--- config.mk ---
export PLATFORM = sky130hd
export DESIGN_NAME = adc_timing
export DESIGN_NICKNAME = d
export VERILOG_FILES = /design/src/logic/adc_pkg.sv /design/src/logic/adc_timing.sv /design/src/logic/half_period_gen.sv
export SDC_FILE = /design/constraint.sdc
export NUM_CORES = 1
export LEC_CHECK = 0
export ABC_AREA = 1
export BUFFER_PORTS_ARGS = -buffer_cell sky130_fd_sc_hd__clkbuf_2
export CORE_ASPECT_RATIO = 0.5
export CORE_MARGIN = 8
export CORE_UTILIZATION = 35
export DETAILED_ROUTE_END_ITERATION = 10
export GPL_TIMING_DRIVEN = 0
export PLACE_DENSITY = 0.62
export SYNTH_ARGS = -nofsm -noshare
export SYNTH_HDL_FRONTEND = slang
export SYNTH_SLANG_ARGS = --single-unit
--- constraint.sdc ---
create_clock -name clock_i -period 3.2 [get_ports clock_i]
set_input_delay 0.64 -clock clock_i [delete_from_list [all_inputs] [get_ports clock_i]]
set_output_delay 0.64 -clock clock_i [all_outputs]
set_load 0.05 [all_outputs]
--- src/logic/adc_pkg.sv ---
// Constants and types for the converter timing block
// Summary of operation
// - Conversion clock code: 24, reserved, 96, 48 half-periods
// - Sample clock is 1, 2, 4, 8 conversion clocks
// - Sample two sample clocks; total 14cc+sample+4
// - Input ignored once the sample phase ends
// - Sample, determine, then load result in time
// - Out-of-range input clamps to 000 or 3ff
// - Strap low at reset: direct oscillator drive
// - Direct drive: half-periods follow oscillator duty cycle
// - Strap high at reset: locked loop, times four
// - Loop realigns every fourth transition, gradually
// - Both cpu clock edges mark half-period ticks
package adc_pkg;
  // ----------------------------------------
  // Register map
  // ----------------------------------------
  localparam logic [3:0] CTRL_ADDR = 4'h0;
  localparam logic [3:0] STAT_ADDR = 4'h4;
  localparam logic [3:0] RES_ADDR = 4'h8;
  localparam logic [15:0] CTRL_RESET = 16'h0000;
  localparam int CC_HI = 15;
  localparam int CC_LO = 14;
  localparam int SC_HI = 13;
  localparam int SC_LO = 12;
  localparam int START_BIT = 0;
  localparam int BUSY_BIT = 0;
  localparam int PLL_BIT = 1;
  // ----------------------------------------
  // Timing in half-periods
  // ----------------------------------------
  localparam logic [10:0] TCC_CODE0 = 11'h018;
  localparam logic [10:0] TCC_CODE2 = 11'h060;
  localparam logic [10:0] TCC_CODE3 = 11'h030;
  localparam logic [10:0] CONV_TCC = 11'h00e;
  localparam logic [10:0] LOAD_TCL = 11'h004;
  localparam logic [10:0] SAMPLE_TSC = 11'h002;
  localparam logic [9:0] RES_MIN = 10'h000;
  localparam logic [9:0] RES_MAX = 10'h3ff;
  // ----------------------------------------
  // Clock generator
  // ----------------------------------------
  localparam logic [1:0] REALIGN_TRANS = 2'h3;
  localparam int SPAN_SHIFT = 4;
  localparam logic [7:0] STEP_INIT = 8'h08;
  localparam logic [7:0] STEP_MIN = 8'h01;
  typedef enum logic [5:0] {
    ST_IDLE = 6'h01,
    ST_ARM = 6'h02,
    ST_SAMPLE = 6'h04,
    ST_CONV = 6'h08,
    ST_LOAD = 6'h10,
    ST_DONE = 6'h20
  } state_t;
endpackage

--- src/logic/adc_timing.sv ---
// Converter sequencer, register port and clock source selection
//
// Decided for this implementation: the register addresses and the strobed register port.
`timescale 1ns/1ps
module adc_timing
(
  // Clock and reset
  input wire logic clock_i,
  input wire logic srst_i,
  // Register port
  input wire logic [3:0] addr_i,
  input wire logic [15:0] wdata_i,
  input wire logic wr_i,
  input wire logic rd_i,
  output logic [15:0] rdata_o,
  // Clock source
  input wire logic osc_i,
  input wire logic clock_source_strap_i,
  output logic cpu_clk_o,
  // Analog side, signed input code
  input wire logic [11:0] ain_i,
  // Status
  output logic busy_o,
  output logic sampling_o,
  output logic done_o,
  output logic [9:0] result_o
);
  typedef struct packed {
    adc_pkg::state_t st;
    logic [15:0] ctrl;
    logic [1:0] csel;
    logic [1:0] ssel;
    logic [10:0] tcc;
    logic [10:0] cnt;
    logic [9:0] held;
    logic [9:0] result;
    logic pll;
    logic [15:0] rdata;
    logic [11:0] smp_ticks;
    logic [11:0] all_ticks;
  } core_t;

  core_t q;
  core_t d;
  logic tick;
  logic [10:0] tcc_sel;
  logic [10:0] sample_len;
  logic [10:0] conv_len;
  logic [9:0] clamped;
  logic start_req;

  // ----------------------------------------
  // Half-period source
  // ----------------------------------------
  half_period_gen half_period_gen_i
  (
    .clock_i(clock_i),
    .srst_i(srst_i),
    .osc_i(osc_i),
    .pll_en_i(q.pll),
    .cpu_clk_o(cpu_clk_o),
    .tick_o(tick)
  );

  // ----------------------------------------
  // Timing decode
  // ----------------------------------------
  always_comb
  begin
    // Reserved code runs as the shortest setting
    case (q.csel)
      2'h2: tcc_sel = adc_pkg::TCC_CODE2;
      2'h3: tcc_sel = adc_pkg::TCC_CODE3;
      default: tcc_sel = adc_pkg::TCC_CODE0;
    endcase
  end

  // Two sample clocks, each tcc shifted by the sample code
  assign sample_len = 11'((q.tcc << q.ssel) * adc_pkg::SAMPLE_TSC);
  assign conv_len = 11'(q.tcc * adc_pkg::CONV_TCC);

  // Below ground reads as a negative code, above reference as bit 10
  always_comb
  begin
    if (ain_i[11])
    begin
      clamped = adc_pkg::RES_MIN;
    end
    else if (ain_i[10])
    begin
      clamped = adc_pkg::RES_MAX;
    end
    else
    begin
      clamped = ain_i[9:0];
    end
  end

  assign start_req = wr_i && (addr_i == adc_pkg::CTRL_ADDR) && wdata_i[adc_pkg::START_BIT];

  // ----------------------------------------
  // Next state
  // ----------------------------------------
  always_comb
  begin
    d = q;
    d.rdata = 16'h0000;
    if (wr_i && addr_i == adc_pkg::CTRL_ADDR)
    begin
      d.ctrl = wdata_i;
      d.ctrl[adc_pkg::START_BIT] = 1'b0;
    end
    if (rd_i)
    begin
      case (addr_i)
        adc_pkg::CTRL_ADDR: d.rdata = q.ctrl;
        adc_pkg::STAT_ADDR:
        begin
          d.rdata[adc_pkg::BUSY_BIT] = (q.st != adc_pkg::ST_IDLE);
          d.rdata[adc_pkg::PLL_BIT] = q.pll;
        end
        adc_pkg::RES_ADDR: d.rdata = {6'h00, q.result};
        default: d.rdata = 16'h0000;
      endcase
    end
    if (tick && (q.st == adc_pkg::ST_SAMPLE || q.st == adc_pkg::ST_CONV
        || q.st == adc_pkg::ST_LOAD))
    begin
      d.all_ticks = q.all_ticks + 12'h001;
    end
    case (q.st)
      adc_pkg::ST_IDLE:
      begin
        if (start_req)
        begin
          // Timing is frozen for the whole conversion
          d.csel = wdata_i[adc_pkg::CC_HI:adc_pkg::CC_LO];
          d.ssel = wdata_i[adc_pkg::SC_HI:adc_pkg::SC_LO];
          d.st = adc_pkg::ST_ARM;
        end
      end
      adc_pkg::ST_ARM:
      begin
        // Conversion starts on a half-period boundary
        d.tcc = tcc_sel;
        if (tick)
        begin
          d.st = adc_pkg::ST_SAMPLE;
          d.cnt = 11'h000;
          d.smp_ticks = 12'h000;
          d.all_ticks = 12'h000;
        end
      end
      adc_pkg::ST_SAMPLE:
      begin
        d.held = clamped;
        if (tick)
        begin
          d.smp_ticks = q.smp_ticks + 12'h001;
          d.cnt = q.cnt + 11'h001;
          if (q.cnt + 11'h001 == sample_len)
          begin
            d.st = adc_pkg::ST_CONV;
            d.cnt = 11'h000;
          end
        end
      end
      adc_pkg::ST_CONV:
      begin
        if (tick)
        begin
          d.cnt = q.cnt + 11'h001;
          if (q.cnt + 11'h001 == conv_len)
          begin
            d.st = adc_pkg::ST_LOAD;
            d.cnt = 11'h000;
          end
        end
      end
      adc_pkg::ST_LOAD:
      begin
        if (tick)
        begin
          d.cnt = q.cnt + 11'h001;
          if (q.cnt + 11'h001 == adc_pkg::LOAD_TCL)
          begin
            d.result = q.held;
            d.st = adc_pkg::ST_DONE;
          end
        end
      end
      adc_pkg::ST_DONE:
      begin
        d.st = adc_pkg::ST_IDLE;
      end
      default:
      begin
        d.st = adc_pkg::ST_IDLE;
      end
    endcase
  end

  // ----------------------------------------
  // State register
  // ----------------------------------------
  always_ff @(posedge clock_i)
  begin
    if (srst_i)
    begin
      q <= '0;
      q.st <= adc_pkg::ST_IDLE;
      q.ctrl <= adc_pkg::CTRL_RESET;
      // Strap is followed for as long as reset is held
      q.pll <= clock_source_strap_i;
    end
    else
    begin
      q <= d;
    end
  end

  assign rdata_o = q.rdata;
  assign busy_o = (q.st != adc_pkg::ST_IDLE);
  assign sampling_o = (q.st == adc_pkg::ST_SAMPLE);
  assign done_o = (q.st == adc_pkg::ST_DONE);
  assign result_o = q.result;
endmodule

--- src/logic/half_period_gen.sv ---
// Cpu clock and half-period tick generator
`timescale 1ns/1ps
module half_period_gen
(
  // Clock and reset
  input wire logic clock_i,
  input wire logic srst_i,
  // Oscillator and mode
  input wire logic osc_i,
  input wire logic pll_en_i,
  // Outputs
  output logic cpu_clk_o,
  output logic tick_o
);
  typedef struct packed {
    logic osc;
    logic [1:0] trans;
    logic [9:0] span;
    logic [7:0] step;
    logic [7:0] phase;
    logic cpu_clk;
    logic tick;
  } gen_t;

  gen_t q;
  gen_t d;
  logic edge_seen;
  logic [7:0] target;

  assign edge_seen = osc_i ^ q.osc;
  // Span reads one short on the realign cycle itself
  assign target = 8'((q.span + 10'h001) >> adc_pkg::SPAN_SHIFT);

  always_comb
  begin
    d = q;
    d.osc = osc_i;
    d.tick = 1'b0;
    if (!pll_en_i)
    begin
      d.tick = edge_seen;
    end
    else
    begin
      d.span = q.span + 10'h001;
      d.phase = q.phase + 8'h01;
      if (d.phase >= q.step)
      begin
        d.tick = 1'b1;
        d.phase = 8'h00;
      end
      if (edge_seen)
      begin
        d.trans = q.trans + 2'h1;
        if (q.trans == adc_pkg::REALIGN_TRANS)
        begin
          // Single step per realign keeps the frequency from jumping
          if (target > q.step)
          begin
            d.step = q.step + 8'h01;
          end
          else if (target < q.step && q.step > adc_pkg::STEP_MIN)
          begin
            d.step = q.step - 8'h01;
          end
          d.span = 10'h000;
          d.phase = 8'h00;
          d.tick = 1'b1;
        end
      end
    end
    if (d.tick)
    begin
      d.cpu_clk = ~q.cpu_clk;
    end
  end

  always_ff @(posedge clock_i)
  begin
    if (srst_i)
    begin
      // Edge detector starts at the pin level, so no false tick follows reset
      q <= '{osc: osc_i, trans: 2'h0, span: 10'h000, step: adc_pkg::STEP_INIT,
             phase: 8'h00, cpu_clk: 1'b0, tick: 1'b0};
    end
    else
    begin
      q <= d;
    end
  end

  assign cpu_clk_o = q.cpu_clk;
  assign tick_o = q.tick;
endmodule
==> impl_metrics.sql <==
INSERT INTO impl_metrics (metric_group, metric, value, unit) VALUES
('drt', 'drc_errors', '0', ''),
('timing', 'drv_slew', '0', ''),
('die', 'start_util', '35.2', '%'),
('clock_network', 'clock_tree.htree_level_count', '3', ''),
('placed_design', 'gp_congestion', '0.917', ''),
('synthesis', 'synthMuxAreaShare', '0', '%'),
('timing', 'max-slew-margin-rel', '53.8', '%'),
('synthesis', 'synthesized_cell_area', '0.00604', 'mm²'),
('die', 'dieArea', '0.0220', 'mm²'),
('grt', 'groute.layer.met1.usage', '17.8', '%'),
('worst_setup_path', 'cp_data_required_time', '3.45', 'ns'),
('timing', 'fin_skew', '0.00870', 'ns'),
('synthesis', 'synth-seq-cells', '108', ''),
('die', 'die_h', '109', 'µm'),
('drt', 'detail_route.vias_per_cell', '4.84', ''),
('grt', 'maximum_number_of_pins_on_one_net_before_global_route_repair', '21', ''),
('worst_setup_path', 'critical_path_peak_fanout', '9', ''),
('timing', 'hold_violation_count_in_the_final_report', '0', ''),
('die', 'row_count', '34', ''),
('worst_setup_path', 'critical_path.endpoint', 'half_period_gen_i.cpu_clk_o', ''),
('grt', 'grt.met2_usage', '24.2', '%'),
('synthesis', 'synth-edff-count', '1', ''),
('timing', 'fmax', '331', 'MHz'),
('timing', 'min_period_over_period', '94.3', '%'),
('power', 'switching_power', '1.05', 'mW'),
('layout', 'fillers', '1795', ''),
('power', 'irDropWorstVdd', '0.000291', 'V'),
('min_path', 'worstHoldPathType', 'input port to flop', ''),
('synthesis', 'synth-simple-area-share', '29.5', '%'),
('synthesis', 'synth-xor-area-share', '2.17', '%'),
('drt', 'wire_per_inst', '13.0', 'µm'),
('synthesis', 'synth_sequential_area_ratio', '36.0', '%'),
('synthesis', 'yosys_most_used_dff', 'sky130_fd_sc_hd__dfxtp_1', ''),
('worst_setup_path', 'worstSetupPathType', 'flop to flop', ''),
('clock_network', 'insertion_delay', '0.35', 'ns'),
('power', 'swShare', '32.8', '%'),
('worst_setup_path', 'worst_r2r_endpoint', 'half_period_gen_i.cpu_clk_o', ''),
('layout', 'fin_util', '40.8', '%'),
('clock_network', 'cts.root.buffer_cell', 'sky130_fd_sc_hd__clkbuf_16', ''),
('timing', 'final-setup-viol-count', '0', ''),
('timing', 'timing.setup.tns', '0', 'ns'),
('timing', 'finalWorstPathRequiredPeriod', '3.02', 'ns'),
('timing', 'tightest_slew', '0.693', 'ns'),
('power', 'pwr_density_cell', '459', 'mW/mm²'),
('layout', 'nNetsFinal', '1029', ''),
('synthesis', 'ys_warn_count', '0', ''),
('worst_setup_path', 'worst_r2r_path_depth', '14', ''),
('worst_setup_path', 'setup.worst_path.end_class', 'flop', ''),
('worst_setup_path', 'worstReg2RegStart', 'half_period_gen_i.q[2]', ''),
('synthesis', 'synth.cells.most_frequent', '190 x sky130_fd_sc_hd__nand2_1, 107 x sky130_fd_sc_hd__dfxtp_1, 104 x sky130_fd_sc_hd__inv_1, 94 x sky130_fd_sc_hd__a21oi_1, 93 x sky130_fd_sc_hd__nor2_1', ''),
('worst_setup_path', 'timing.critical_path.arrival', '3.27', 'ns'),
('power', 'internal-power', '2.16', 'mW'),
('drt', 'drt_iter0_drc', '361', ''),
('synthesis', 'synth.area.top_cells', 'sky130_fd_sc_hd__dfxtp_1 35%, sky130_fd_sc_hd__nand2_1 12%, sky130_fd_sc_hd__a21oi_1 7.8%, sky130_fd_sc_hd__inv_1 6.5%, sky130_fd_sc_hd__ha_1 5.8%', ''),
('grt', 'top_usage_layer', 'met2', ''),
('clock_network', 'cts_hold_buf', '0', ''),
('worst_setup_path', 'crit_path_start', 'half_period_gen_i.q[2]', ''),
('placed_design', 'place.port_buffers', '64', ''),
('layout', 'layout-area-overhead-vs-synth', '15.7', '%'),
('drt', 'ant_nets', '0', ''),
('drt', 'detailedRoute.firstPassIterationCount', '5', ''),
('grt', 'grt_pass1_vias', '5428', ''),
('synthesis', 'synth_largest_type_area_fraction', '35.5', '%'),
('status', 'status', 'complete, no violations', ''),
('die', 'chipWidth', '202', 'µm'),
('layout', 'antennaDiodeCount', '0', ''),
('power', 'p_comb_share', '20.7', '%'),
('grt', 'antenna_found_initial', '0', ''),
('power', 'power.share.sequential', '45.0', '%'),
('grt', 'use_met3', '2.28', '%'),
('synthesis', 'synth.most_common_cell', 'sky130_fd_sc_hd__nand2_1', '');
what timing repair did:
item                                    CTS  global route
endpoints found under the setup margin    0            22
buffers inserted                          0             2
resized for setup                         0            11
per-stage QoR:
stage	hold WS [ns]	setup WS (ns)	total power, mW	cells	area, µm²
finish	0.416	0.182	3.21	1198	6990
global route	0.420	-0.0465	3.38	1198	6990
CTS	0.413	0.00471	3.23	1196	6940
detailed placement	0.443	0.0260	2.14	1180	6650
global placement	0.440	0.0812	2.12	1180	6650
floorplan	0.424	0.527	1.95	882	6040
cell type report:
| type | instances | area (µm²) | area share (%) |
|---|---|---|---|
| clock inverter | 7 | 62.6 | 0.895 |
| timing repair buffer | 66 | 335 | 4.80 |
| tap | 234 | 293 | 4.19 |
| inverter | 106 | 398 | 5.69 |
| clock buffer | 9 | 225 | 3.22 |
| multi-input combinational | 612 | 3180 | 45.5 |
| sequential | 108 | 2180 | 31.1 |
| buffer | 56 | 317 | 4.53 |
flip-flops by register name, summed over array words and instances (netlist names):
name and count:
d 1, half_period_gen_i.cpu_clk_o 1, half_period_gen_i.q 29, half_period_gen_i.tick_o 1, q 50, rdata_o 16
result_o 10
worst max-delay path, stage by stage (launching register included):
cell	delay, ns
sky130_fd_sc_hd__dfxtp_1	0.43
sky130_fd_sc_hd__nand3_1	0.14
sky130_fd_sc_hd__nand3b_1	0.21
sky130_fd_sc_hd__nand3b_1	0.18
sky130_fd_sc_hd__xnor2_1	0.27
sky130_fd_sc_hd__ha_1	0.30
sky130_fd_sc_hd__nand2_1	0.09
sky130_fd_sc_hd__nor2_1	0.05
sky130_fd_sc_hd__a211oi_1	0.16
sky130_fd_sc_hd__nand3_1	0.11
sky130_fd_sc_hd__a21oi_1	0.56
sky130_fd_sc_hd__or2_2	0.25
sky130_fd_sc_hd__nand3_1	0.07
sky130_fd_sc_hd__nand2_1	0.06
sky130_fd_sc_hd__nor2_1	0.05
kinds of logic after synthesis:
| kind of cell | after synthesis |
|---|---|
| DFF | 108 |
| and+or+nand+nor | 411 |
| adders and majority gates | 32 |
| AOI/OAI and AO/OA | 154 |
| xor gates and xnor gates | 15 |
| buffers and inverters | 162 |
how the worst min path moves through the flow:
stage                     startpoint                       to  slack, ns  cells past startpoint
final                          osc_i  half_period_gen_i.q[30]       0.42                      1
after global routing           osc_i  half_period_gen_i.q[30]       0.42                      1
after CTS                      osc_i  half_period_gen_i.q[30]       0.41                      1
after detailed placement       q[98]              rdata_o[11]       0.44                      2
after global placement         q[98]              rdata_o[11]       0.44                      2
after floorplan                q[88]                    q[88]       0.42                      2
metal layers:
layer / routed length (µm) / vias up
li1: - / 2999
met1: 7460 / 2700
met2: 7530 / 79
met3: 367 / 21
met4: 229 / 0
met5: 0 / -
power groups by stage:
stage / Clock, mW / Combinational (mW) / Sequential [mW]
global route: 1.18 / 0.752 / 1.45
global placement: 0 / 0.646 / 1.47
detailed placement: 0 / 0.660 / 1.47
finish: 1.10 / 0.665 / 1.44
floorplan: 0 / 0.486 / 1.47
CTS: 1.13 / 0.663 / 1.44
layout by cell type, fill, tap and decap left out, types with 12 or more instances in the layout:
| cell | n |
|---|---|
| sky130_fd_sc_hd__ha_1 | 28 |
| sky130_fd_sc_hd__nand4_1 | 21 |
| sky130_fd_sc_hd__o21ai_0 | 47 |
| sky130_fd_sc_hd__xor2_1 | 12 |
| sky130_fd_sc_hd__nand3_1 | 68 |
| sky130_fd_sc_hd__nor3_1 | 13 |
| sky130_fd_sc_hd__nor2_1 | 91 |
| sky130_fd_sc_hd__clkbuf_1 | 23 |
| sky130_fd_sc_hd__inv_1 | 103 |
| sky130_fd_sc_hd__dfxtp_1 | 105 |
| sky130_fd_sc_hd__clkbuf_2 | 64 |
| sky130_fd_sc_hd__buf_4 | 29 |
| sky130_fd_sc_hd__nand2_1 | 189 |
| sky130_fd_sc_hd__a21oi_1 | 94 |
No activity file was read; power rests on OpenSTA's default activity.
